<file path="src/logic/dag_pkg.sv">
// Summary of operation
// - bit-reversed addresses only in x write unit, only for data writes
// - bit-reverse active when pointer select not 15, enabled, pre/post increment
// - 15-bit modifier treated bit-reversed; addresses stay in normal order
// - word data assumed; modifier scaled to bytes, address lsb forced zero
// - byte writes or other modes get the normal unreversed address
// - active mode adds pointer to modifier, ignoring the mode offset
// - bit-reverse disables circular addressing in write unit, not in read unit
// - table address is 8-bit page joined with 16-bit effective address
// - table page bit 7 selects user (0) or configuration (1) memory
// - visibility address is page joined with low 15 ea bits, user only
// - redirect to program space when ea bit 15 and visibility enable set
// - visibility drops ea bit 15, page bit 0 becomes program bit 15
// - low table read gives word, or selected byte of low word in low byte
// - high table read word mode gives bits 23:16 low, phantom byte zero
// - high table read byte mode with byte select one returns zero
// - program counter advances by two per 24-bit program word
// - visibility data read needs two fetches, extra cycles as below
// - visibility redirection suspended during table read or write
// - outside repeat, move costs one extra cycle, others two, with visibility
// - in repeat, first, last, interrupt exit and re-entry cost two extra
// - corrected address written back only for pre or post modify modes
package dag_pkg;
  // =====================================================
  // register map
  localparam logic [7:0]  ADDR_BREV   = 8'h00;
  localparam logic [7:0]  ADDR_MODE   = 8'h04;
  localparam logic [7:0]  ADDR_TBLPG  = 8'h08;
  localparam logic [7:0]  ADDR_PSVPG  = 8'h0C;
  localparam logic [7:0]  ADDR_CORE   = 8'h10;
  localparam logic [7:0]  ADDR_STAT   = 8'h14;
  // =====================================================
  // fields and reset values
  localparam int          BITREV_ENABLE_BIT    = 15;
  localparam int          PSV_BIT     = 2;
  localparam int          CFG_BIT     = 7;
  localparam logic [3:0]  PTR_NONE    = 4'hF;
  localparam logic [15:0] BREV_RST    = 16'h0000;
  localparam logic [15:0] MODE_RST    = 16'h00FF;
  localparam logic [7:0]  PAGE_RST    = 8'h00;
  localparam logic [15:0] CORE_RST    = 16'h0000;
  localparam logic [22:0] PC_STEP     = 23'h000002;
  localparam logic [1:0]  RESP_OKAY   = 2'h0;
  localparam logic [1:0]  RESP_SLVERR = 2'h2;
  // =====================================================
  // addressing modes
  typedef enum logic [2:0] {
    DAG_M_DIRECT, DAG_M_INDIRECT, DAG_M_POST_INC, DAG_M_POST_DEC,
    DAG_M_PRE_INC, DAG_M_PRE_DEC, DAG_M_REG_OFS, DAG_M_LIT_OFS
  } dag_mode_e;
  typedef enum logic [1:0] {
    DAG_OP_DATA, DAG_OP_TBL_LOW, DAG_OP_TBL_HIGH
  } dag_op_e;
  localparam logic [1:0]  EXTRA_ONE   = 2'h1;
  localparam logic [1:0]  EXTRA_TWO   = 2'h2;
endpackage

</file>
<file path="src/logic/dag_core.sv">
`timescale 1ns/1ps
module dag_core
  import dag_pkg::*;
(
  input  wire logic        aclk,
  input  wire logic        aresetn,
  input  wire logic [7:0]  s_axi_awaddr,
  input  wire logic        s_axi_awvalid,
  output logic             s_axi_awready,
  input  wire logic [31:0] s_axi_wdata,
  input  wire logic [3:0]  s_axi_wstrb,
  input  wire logic        s_axi_wvalid,
  output logic             s_axi_wready,
  output logic [1:0]       s_axi_bresp,
  output logic             s_axi_bvalid,
  input  wire logic        s_axi_bready,
  input  wire logic [7:0]  s_axi_araddr,
  input  wire logic        s_axi_arvalid,
  output logic             s_axi_arready,
  output logic [31:0]      s_axi_rdata,
  output logic [1:0]       s_axi_rresp,
  output logic             s_axi_rvalid,
  input  wire logic        s_axi_rready,
  // one access request per cycle from the core
  input  wire logic        acc_valid,
  input  wire logic        acc_write,
  input  wire logic        acc_byte,
  input  wire logic [1:0]  acc_op,
  input  wire logic [2:0]  acc_mode,
  input  wire logic [3:0]  acc_ptr_sel,
  input  wire logic [15:0] acc_ptr,
  input  wire logic [15:0] acc_offset,
  input  wire logic        acc_is_move,
  input  wire logic        acc_in_repeat,
  input  wire logic        acc_rpt_edge,
  input  wire logic        modulo_req,
  input  wire logic [15:0] modulo_ea,
  input  wire logic [23:0] prog_rdata,
  input  wire logic        pc_advance,
  output logic [15:0]      ea_ff,
  output logic [15:0]      ptr_wb_ff,
  output logic             ptr_wb_en_ff,
  output logic             bitrev_used_ff,
  output logic             modulo_wr_off_ff,
  output logic [23:0]      prog_addr_ff,
  output logic             prog_sel_ff,
  output logic             prog_cfg_ff,
  output logic [15:0]      tbl_rdata_ff,
  output logic [1:0]       extra_cycles_ff,
  output logic             fetch_second_ff,
  output logic [22:0]      pc_ff
);
  // =====================================================
  // registers
  logic [15:0] bitrev_control_reg_ff;
  logic [15:0] addr_mode_control_reg_ff;
  logic [7:0]  table_page_ff;
  logic [7:0]  visibility_page_ff;
  logic [15:0] core_control_reg_ff;
  logic        aw_hold_ff;
  logic [7:0]  aw_addr_ff;
  logic        w_hold_ff;
  logic [31:0] w_data_ff;
  logic [3:0]  w_strb_ff;
  logic        bitrev_enable;
  logic [3:0]  bitrev_pointer_select;
  logic [14:0] bitrev_modifier;
  logic        visibility_enable;
  assign bitrev_enable         = bitrev_control_reg_ff[BITREV_ENABLE_BIT];
  assign bitrev_modifier       = bitrev_control_reg_ff[14:0];
  assign bitrev_pointer_select = addr_mode_control_reg_ff[11:8];
  assign visibility_enable     = core_control_reg_ff[PSV_BIT];
  // =====================================================
  // axi write channel
  logic do_write;
  assign do_write = aw_hold_ff && w_hold_ff && !s_axi_bvalid;
  always_ff @(posedge aclk) begin
    if (!aresetn) begin
      aw_hold_ff    <= 1'b0;
      aw_addr_ff    <= 8'h00;
      s_axi_awready <= 1'b0;
    end else begin
      s_axi_awready <= !aw_hold_ff && !s_axi_awready && !s_axi_bvalid;
      if (s_axi_awvalid && s_axi_awready) begin
        aw_hold_ff    <= 1'b1;
        aw_addr_ff    <= s_axi_awaddr;
        s_axi_awready <= 1'b0;
      end else if (do_write) begin
        aw_hold_ff <= 1'b0;
      end
    end
  end
  always_ff @(posedge aclk) begin
    if (!aresetn) begin
      w_hold_ff    <= 1'b0;
      w_data_ff    <= 32'h00000000;
      w_strb_ff    <= 4'h0;
      s_axi_wready <= 1'b0;
    end else begin
      s_axi_wready <= !w_hold_ff && !s_axi_wready && !s_axi_bvalid;
      if (s_axi_wvalid && s_axi_wready) begin
        w_hold_ff    <= 1'b1;
        w_data_ff    <= s_axi_wdata;
        w_strb_ff    <= s_axi_wstrb;
        s_axi_wready <= 1'b0;
      end else if (do_write) begin
        w_hold_ff <= 1'b0;
      end
    end
  end
  logic wr_hit;
  always_comb begin
    unique case (aw_addr_ff)
      ADDR_BREV, ADDR_MODE, ADDR_TBLPG, ADDR_PSVPG, ADDR_CORE, ADDR_STAT: wr_hit = 1'b1;
      default: wr_hit = 1'b0;
    endcase
  end
  always_ff @(posedge aclk) begin
    if (!aresetn) begin
      s_axi_bvalid <= 1'b0;
      s_axi_bresp  <= RESP_OKAY;
    end else if (do_write) begin
      s_axi_bvalid <= 1'b1;
      s_axi_bresp  <= wr_hit ? RESP_OKAY : RESP_SLVERR;
    end else if (s_axi_bready) begin
      s_axi_bvalid <= 1'b0;
    end
  end
  function automatic logic [15:0] merge16(input logic [15:0] old, input logic [31:0] d,
                                          input logic [3:0] s);
    merge16 = {s[1] ? d[15:8] : old[15:8], s[0] ? d[7:0] : old[7:0]};
  endfunction
  always_ff @(posedge aclk) begin
    if (!aresetn) begin
      bitrev_control_reg_ff    <= BREV_RST;
      addr_mode_control_reg_ff <= MODE_RST;
      table_page_ff            <= PAGE_RST;
      visibility_page_ff       <= PAGE_RST;
      core_control_reg_ff      <= CORE_RST;
    end else if (do_write) begin
      if (aw_addr_ff == ADDR_BREV)
        bitrev_control_reg_ff <= merge16(bitrev_control_reg_ff, w_data_ff, w_strb_ff);
      if (aw_addr_ff == ADDR_MODE)
        addr_mode_control_reg_ff <= merge16(addr_mode_control_reg_ff, w_data_ff, w_strb_ff);
      if (aw_addr_ff == ADDR_TBLPG && w_strb_ff[0])
        table_page_ff <= w_data_ff[7:0];
      if (aw_addr_ff == ADDR_PSVPG && w_strb_ff[0])
        visibility_page_ff <= w_data_ff[7:0];
      if (aw_addr_ff == ADDR_CORE)
        core_control_reg_ff <= merge16(core_control_reg_ff, w_data_ff, w_strb_ff);
    end
  end
  // =====================================================
  // axi read channel
  logic [31:0] rd_mux;
  logic        rd_hit;
  always_comb begin
    rd_hit = 1'b1;
    unique case (s_axi_araddr)
      ADDR_BREV:  rd_mux = {16'h0000, bitrev_control_reg_ff};
      ADDR_MODE:  rd_mux = {16'h0000, addr_mode_control_reg_ff};
      ADDR_TBLPG: rd_mux = {24'h000000, table_page_ff};
      ADDR_PSVPG: rd_mux = {24'h000000, visibility_page_ff};
      ADDR_CORE:  rd_mux = {16'h0000, core_control_reg_ff};
      ADDR_STAT:  rd_mux = {9'h000, pc_ff};
      default: begin
        rd_mux = 32'h00000000;
        rd_hit = 1'b0;
      end
    endcase
  end
  always_ff @(posedge aclk) begin
    if (!aresetn) begin
      s_axi_arready <= 1'b0;
      s_axi_rvalid  <= 1'b0;
      s_axi_rdata   <= 32'h00000000;
      s_axi_rresp   <= RESP_OKAY;
    end else begin
      s_axi_arready <= !s_axi_rvalid && !s_axi_arready;
      if (s_axi_arvalid && s_axi_arready) begin
        s_axi_arready <= 1'b0;
        s_axi_rvalid  <= 1'b1;
        s_axi_rdata   <= rd_mux;
        s_axi_rresp   <= rd_hit ? RESP_OKAY : RESP_SLVERR;
      end else if (s_axi_rvalid && s_axi_rready) begin
        s_axi_rvalid <= 1'b0;
      end
    end
  end
  // =====================================================
  // effective address generation
  logic        is_inc;
  logic        is_pre;
  logic        brev_active;
  logic [15:0] mod_bytes;
  logic [15:0] brev_next;
  logic [15:0] norm_ea;
  logic [15:0] norm_next;
  logic [15:0] ptr_rev;
  logic [15:0] mod_rev;
  logic [15:0] sum_rev;
  assign is_inc = (acc_mode == DAG_M_PRE_INC) || (acc_mode == DAG_M_POST_INC);
  assign is_pre = (acc_mode == DAG_M_PRE_INC) || (acc_mode == DAG_M_PRE_DEC);
  assign brev_active = acc_write && !acc_byte && is_inc && bitrev_enable &&
                       (bitrev_pointer_select != PTR_NONE) &&
                       (acc_ptr_sel == bitrev_pointer_select);
  assign mod_bytes = {bitrev_modifier, 1'b0};
  // reversed-carry add: reverse, add, reverse back
  genvar gi;
  generate
    for (gi = 0; gi < 16; gi++) begin : g_rev
      assign ptr_rev[gi]   = acc_ptr[15-gi];
      assign mod_rev[gi]   = mod_bytes[15-gi];
      assign brev_next[gi] = sum_rev[15-gi];
    end
  endgenerate
  assign sum_rev = ptr_rev + mod_rev;
  always_comb begin
    unique case (acc_mode)
      DAG_M_POST_INC, DAG_M_PRE_INC: norm_next = acc_ptr + acc_offset;
      DAG_M_POST_DEC, DAG_M_PRE_DEC: norm_next = acc_ptr - acc_offset;
      default:                       norm_next = acc_ptr;
    endcase
    unique case (acc_mode)
      DAG_M_PRE_INC, DAG_M_PRE_DEC: norm_ea = norm_next;
      DAG_M_REG_OFS, DAG_M_LIT_OFS: norm_ea = acc_ptr + acc_offset;
      default:                      norm_ea = acc_ptr;
    endcase
  end
  logic        use_mod;
  logic [15:0] ea_sel;
  logic [15:0] next_sel;
  always_comb begin
    use_mod  = modulo_req && !(brev_active && bitrev_enable);
    ea_sel   = norm_ea;
    next_sel = norm_next;
    if (brev_active) begin
      ea_sel   = is_pre ? {brev_next[15:1], 1'b0} : {acc_ptr[15:1], 1'b0};
      next_sel = {brev_next[15:1], 1'b0};
    end else if (use_mod) begin
      ea_sel   = modulo_ea;
      next_sel = modulo_ea;
    end
  end
  always_ff @(posedge aclk) begin
    if (!aresetn) begin
      ea_ff            <= 16'h0000;
      ptr_wb_ff        <= 16'h0000;
      ptr_wb_en_ff     <= 1'b0;
      bitrev_used_ff   <= 1'b0;
      modulo_wr_off_ff <= 1'b0;
    end else begin
      ea_ff            <= acc_valid ? ea_sel : ea_ff;
      ptr_wb_ff        <= acc_valid ? next_sel : ptr_wb_ff;
      ptr_wb_en_ff     <= acc_valid && (acc_mode inside {DAG_M_POST_INC, DAG_M_POST_DEC,
                          DAG_M_PRE_INC, DAG_M_PRE_DEC});
      bitrev_used_ff   <= acc_valid && brev_active;
      modulo_wr_off_ff <= acc_valid && brev_active && modulo_req;
    end
  end
  // =====================================================
  // program space mapping
  logic is_tbl;
  logic psv_hit;
  assign is_tbl  = acc_op != DAG_OP_DATA;
  assign psv_hit = ea_sel[15] && visibility_enable && !is_tbl;
  always_ff @(posedge aclk) begin
    if (!aresetn) begin
      prog_addr_ff <= 24'h000000;
      prog_sel_ff  <= 1'b0;
      prog_cfg_ff  <= 1'b0;
    end else begin
      prog_sel_ff <= acc_valid && (is_tbl || (psv_hit && !acc_write));
      prog_cfg_ff <= acc_valid && is_tbl && table_page_ff[CFG_BIT];
      if (acc_valid && is_tbl)
        prog_addr_ff <= {table_page_ff, ea_sel};
      else if (acc_valid && psv_hit)
        prog_addr_ff <= {1'b0, visibility_page_ff, ea_sel[14:0]};
    end
  end
  // table read data lanes, prog_rdata sampled in the same cycle prog_addr_ff is presented
  logic       rd_low_ff;
  logic       rd_high_ff;
  logic       rd_byte_ff;
  logic       rd_bsel_ff;
  always_ff @(posedge aclk) begin
    if (!aresetn) begin
      rd_low_ff  <= 1'b0;
      rd_high_ff <= 1'b0;
      rd_byte_ff <= 1'b0;
      rd_bsel_ff <= 1'b0;
    end else begin
      rd_low_ff  <= acc_valid && !acc_write && acc_op == DAG_OP_TBL_LOW;
      rd_high_ff <= acc_valid && !acc_write && acc_op == DAG_OP_TBL_HIGH;
      rd_byte_ff <= acc_byte;
      rd_bsel_ff <= ea_sel[0];
    end
  end
  always_ff @(posedge aclk) begin
    if (!aresetn) begin
      tbl_rdata_ff <= 16'h0000;
    end else if (rd_low_ff) begin
      if (!rd_byte_ff)
        tbl_rdata_ff <= prog_rdata[15:0];
      else
        tbl_rdata_ff <= {8'h00, rd_bsel_ff ? prog_rdata[15:8] : prog_rdata[7:0]};
    end else if (rd_high_ff) begin
      if (!rd_byte_ff || !rd_bsel_ff)
        tbl_rdata_ff <= {8'h00, prog_rdata[23:16]};
      else
        tbl_rdata_ff <= 16'h0000;
    end
  end
  // =====================================================
  // visibility cycle cost and program counter
  logic [1:0] nxt_extra;
  always_comb begin
    nxt_extra = 2'h0;
    if (acc_valid && psv_hit && !acc_write) begin
      if (!acc_in_repeat)
        nxt_extra = acc_is_move ? EXTRA_ONE : EXTRA_TWO;
      else
        nxt_extra = acc_rpt_edge ? EXTRA_TWO : 2'h0;
    end
  end
  always_ff @(posedge aclk) begin
    if (!aresetn) begin
      extra_cycles_ff <= 2'h0;
      fetch_second_ff <= 1'b0;
      pc_ff           <= 23'h000000;
    end else begin
      extra_cycles_ff <= nxt_extra;
      fetch_second_ff <= acc_valid && psv_hit && !acc_write;
      if (pc_advance)
        pc_ff <= pc_ff + PC_STEP;
    end
  end
  // =====================================================
  // checks
  property p_brev_lsb;
    @(posedge aclk) disable iff (!aresetn)
      (acc_valid && brev_active) |=> (bitrev_used_ff && !ea_ff[0]);
  endproperty
  a_brev_lsb: assert property (p_brev_lsb) else $error("bitrev ea lsb set");
  property p_no_brev_read;
    @(posedge aclk) disable iff (!aresetn)
      (acc_valid && (!acc_write || acc_byte)) |=> !bitrev_used_ff;
  endproperty
  a_no_brev_read: assert property (p_no_brev_read) else $error("bitrev on read");
  property p_brev_sel15;
    @(posedge aclk) disable iff (!aresetn)
      (bitrev_pointer_select == PTR_NONE) |=> !bitrev_used_ff;
  endproperty
  a_brev_sel15: assert property (p_brev_sel15) else $error("bitrev with select 15");
  property p_wb_offset;
    @(posedge aclk) disable iff (!aresetn)
      (acc_valid && (acc_mode == DAG_M_REG_OFS || acc_mode == DAG_M_LIT_OFS)) |=> !ptr_wb_en_ff;
  endproperty
  a_wb_offset: assert property (p_wb_offset) else $error("writeback in offset mode");
  property p_tbl_addr;
    @(posedge aclk) disable iff (!aresetn)
      (acc_valid && is_tbl) |=> (prog_addr_ff == {$past(table_page_ff), ea_ff});
  endproperty
  a_tbl_addr: assert property (p_tbl_addr) else $error("table address wrong");
  property p_psv_tbl;
    @(posedge aclk) disable iff (!aresetn)
      (acc_valid && is_tbl) |-> !psv_hit;
  endproperty
  a_psv_tbl: assert property (p_psv_tbl) else $error("visibility during table op");
  property p_psv_addr;
    @(posedge aclk) disable iff (!aresetn)
      (acc_valid && psv_hit) |=> (prog_addr_ff[23] == 1'b0 &&
        prog_addr_ff[15] == $past(visibility_page_ff[0]));
  endproperty
  a_psv_addr: assert property (p_psv_addr) else $error("visibility address wrong");
  property p_phantom;
    @(posedge aclk) disable iff (!aresetn)
      (rd_high_ff && rd_byte_ff && rd_bsel_ff) |=> (tbl_rdata_ff == 16'h0000);
  endproperty
  a_phantom: assert property (p_phantom) else $error("phantom byte nonzero");
  property p_pc_step;
    @(posedge aclk) disable iff (!aresetn)
      pc_advance |=> (pc_ff == $past(pc_ff) + PC_STEP);
  endproperty
  a_pc_step: assert property (p_pc_step) else $error("pc step not two");
  property p_move_cost;
    @(posedge aclk) disable iff (!aresetn)
      (acc_valid && psv_hit && !acc_write && !acc_in_repeat && acc_is_move)
        |=> (extra_cycles_ff == EXTRA_ONE) && fetch_second_ff;
  endproperty
  a_move_cost: assert property (p_move_cost) else $error("move visibility cost");
endmodule

</file>
<file path="config.mk">
export PLATFORM = sky130hd
export DESIGN_NAME = dag_core
export DESIGN_NICKNAME = d
export VERILOG_FILES = /design/src/logic/dag_pkg.sv /design/src/logic/dag_core.sv
export SDC_FILE = /design/constraint.sdc
export NUM_CORES = 1
export LEC_CHECK = 0
export BUFFER_PORTS_ARGS = -buffer_cell sky130_fd_sc_hd__buf_2
export CORE_UTILIZATION = 59
export CTS_CLUSTER_DIAMETER = 100
export DETAILED_ROUTE_END_ITERATION = 8
export GPL_TIMING_DRIVEN = 0
export HOLD_SLACK_MARGIN = 0.08
export PLACE_DENSITY = 0.87
export SYNTH_ARGS = -nofsm -noshare
export SYNTH_HDL_FRONTEND = slang
export SYNTH_SLANG_ARGS = --single-unit
</file>
<file path="constraint.sdc">
create_clock -name aclk -period 8.6 [get_ports aclk]
set_input_delay 1.29 -clock aclk [delete_from_list [all_inputs] [get_ports aclk]]
set_output_delay 1.29 -clock aclk [all_outputs]
set_load 0.005 [all_outputs]
</file>
==> flow_summary.json <==
{
  "p_int_mw": 1.806,
  "worstPathBufferInverterCount": 4,
  "tns_ps": 0,
  "ys_seq_area_share_pct": 36.06,
  "holdCritPathClass": "reg -> reg",
  "track_usage_pct": 41.77,
  "setup_slack_ps": 4337,
  "cts.sinks": 228,
  "powerDensity_mw_per_mm2": 171.2,
  "worst-path-max-fanout": 10,
  "grt_pass1_wl_mm": 70.55,
  "crit_chain": "buf_2 -> ha_1 -> clkbuf_1 -> inv_1 -> a21oi_1 -> a31oi_1 -> a22oi_1 -> a311o_1 -> nand3_1 -> o21ai_1 -> buf_2 -> o21ai_0 -> a21oi_1",
  "grt_max_degree": 16,
  "skew_ps": 19.06,
  "dieHeight_um": 148.5,
  "arrival_ps": 4730,
  "vdd_drop_max_mv": 0.1509,
  "totalPowerFinal_mw": 2.578,
  "htreeDepth": 1,
  "critPathKind": "in -> reg",
  "synth_commonest_cells": "228 x dfxtp_1, 200 x nor2_1, 158 x nand2_1",
  "relSlewSlack_pct": 25.83,
  "worst_pin_slew_ps": 1107,
  "fmax_ghz": 0.2346,
  "core.rowCount": 53,
  "yosys_warnings": 0,
  "fin_cells": 2127,
  "port_buffers": 255,
  "finalCriticalPeriod_ps": 4263,
  "path_depth": 13,
  "leakage_nw": 6.714,
  "use_met3_pct": 8.926,
  "placed_area_mm2": 0.01433,
  "post-route-util_pct": 71.63,
  "ys_ff_latch": 228,
  "clock_latency_ps": 540,
  "start_util_pct": 60.22,
  "top_usage_layer": "met2",
  "clk_path_buf_depth": 3,
  "syn_avg_cell_area_um2": 8.188,
  "async_reset_ff_share_pct": 0,
  "max_cap_viol_count": 0,
  "synthTopCellsByArea": "dfxtp_1 36%, mux2i_1 8.4%, nor2_1 5.9%, nand2_1 4.7%, a21oi_1 4.5%",
  "power_frac_comb_pct": 18.1,
  "clock_power_share_pct": 38.6,
  "slowest_stage": "a22oi_1",
  "dp.cells": 2087,
  "drive_gt1_share_pct": 17.87,
  "cp-start-kind": "primary input",
  "drt_pass1_iterations": 9,
  "syn-cell-area_mm2": 0.01266,
  "drtAntennaViolNets": 0,
  "fillers": 1650,
  "place_ws_ps": 3936,
  "cts_buffers": 24,
  "synth_most_common_cell": "dfxtp_1",
  "grt.overflow.total": 0,
  "n_antenna_cell": 0,
  "power.switching_mw": 0.7711,
  "swShare_pct": 29.92,
  "antenna_found_initial": 0,
  "ctsRootBufferMaster": "clkbuf_16",
  "post-cts-setup-buffers": 0,
  "ios": 292,
  "dp_hpwl_mm": 36.57,
  "dr_total_vias": 13349,
  "yosys.area.top_type_share_pct": 36.06,
  "cts-resized-gates": 0,
  "synth_edf_count": 0,
  "timing.final.crit_share_pct": 49.57,
  "use_met2_pct": 65.58,
  "finalHoldViolCount": 0,
  "synth_flop_cell": "dfxtp_1",
  "use_met1_pct": 56.23,
  "drt-initial-drc-count": 1498,
  "status": "finished clean",
  "die_x_um": 148.5,
  "critPathCaptureType": "register",
  "finalSetupViolations": 0,
  "fin_nets": 2034,
  "drcViolationCount": 0,
  "rsz0062_at_grt": "false",
  "fin_area_mm2": 0.01506,
  "wl_mm": 47.17,
  "clk_pin_slew_ps": 60,
  "synth_largest_area_cell": "dfxtp_1",
  "dieArea_mm2": 0.02204,
  "grt_pass1_vias": 12184,
  "required_ps": 9060,
  "area_delta_synth_final_pct": 18.95,
  "cts_tree": "yes",
  "path_delay_family": "compound AO/OA/AOI/OAI gates",
  "routedWlPerCell_um": 22.18,
  "viasPerCell": 6.276,
  "drv_slew": 0,
  "finalHoldWorstSlack_ps": 449.6,
  "seqPwrFrac_pct": 43.3,
  "min_path_cells": 1,
  "netlist_instances": 1546,
  "core_mm2": 0.02102,
  "cts_hold_buf": 0,
  "reg2reg_depth": 10,
  "synthDistinctLibCells": 76,
  "place.gp.congestion": 0.9924,
  "max_stage_delay_ps": 490
}
==> cells by family after synthesis <==
kind of cell | count (synthesis) | share of synthesized area [%]
adder cells (fa/ha/maj) | 48 | 4.922
AO/OA/AOI/OAI | 371 | 19.73
XOR/XNOR | 64 | 4.576
multiplexers | 109 | 8.649
flip-flops | 228 | 36.06
AND/OR/NAND/NOR | 572 | 21.06
other | 1 | 0.02962
buffers and inverters | 153 | 4.972
==> cells in the final DEF (no fill, tap or decap), types with 12 or more instances in the layout <==
cell type	Yosys	layout
ha_1	45	45
a222oi_1	14	14
buf_2	5	260
a31oi_1	23	23
clkbuf_1	89	97
a311oi_1	17	17
nand3_1	55	55
clkbuf_16	0	24
o21ai_0	51	51
nor3_1	28	28
and3_1	15	15
inv_1	38	38
nor2b_1	27	27
nor2_1	200	200
dfxtp_1	228	228
o22ai_1	13	13
xnor2_1	37	37
a21oi_1	114	114
conb_1	1	12
o31ai_1	16	16
xor2_1	26	26
a211oi_1	23	23
a22oi_1	20	20
mux2i_1	106	106
nand2_1	158	158
nand4_1	12	12
buf_4	13	13
nand2b_1	18	18
==> power by group through the flow <==
stage,Sequential [mW],Clock (mW),Combinational (mW)
after floorplan,1.13,0,0.267
after global placement,1.14,0,0.440
after detailed placement,1.14,0,0.445
after CTS,1.12,0.988,0.448
after global routing,1.12,1.03,0.497
final,1.12,0.995,0.467
==> flip-flops by register name (all words and copies together) (netlist names), 2 cells and up <==
register,cells
prog_addr_ff,24
s_axi_rdata,23
pc_ff,22
addr_mode_control_reg_ff,16
bitrev_control_reg_ff,16
core_control_reg_ff,16
ea_ff,16
ptr_wb_ff,16
tbl_rdata_ff,16
w_data_ff,16
aw_addr_ff,8
table_page_ff,8
visibility_page_ff,8
extra_cycles_ff,2
w_strb_ff,2
==> layer usage <==
layer | routed length (um) | vias to the layer above
li1 | - | 6075
met1 | 19290 | 6293
met2 | 20580 | 846
met3 | 5403 | 135
met4 | 1883 | 0
met5 | 0 | -
==> worst paths after layout <==
| kind | startpoint | to | slack, ps |
|---|---|---|---|
| setup / recovery | acc_ptr[4] | prog_addr_ff[14] | 4340 |
| hold / removal | s_axi_rvalid | s_axi_arready | 450 |
| setup reg to reg | bitrev_control_reg_ff[11] | ea_ff[2] | 5130 |
| hold reg to reg | s_axi_rvalid | s_axi_arready | 450 |
==> layout make-up <==
| type | count | area, um^2 | area share [%] |
|---|---|---|---|
| multi-input combinational | 1176 | 7512 | 49.89 |
| sequential | 228 | 4564 | 30.31 |
| timing repair buffer | 255 | 1276 | 8.476 |
| clock buffer | 32 | 630.6 | 4.188 |
| buffer | 113 | 479.2 | 3.183 |
| tap | 275 | 344.1 | 2.285 |
| inverter | 40 | 150.1 | 0.9972 |
| clock inverter | 8 | 100.1 | 0.6648 |
No activity file was read; power rests on OpenSTA's default activity.
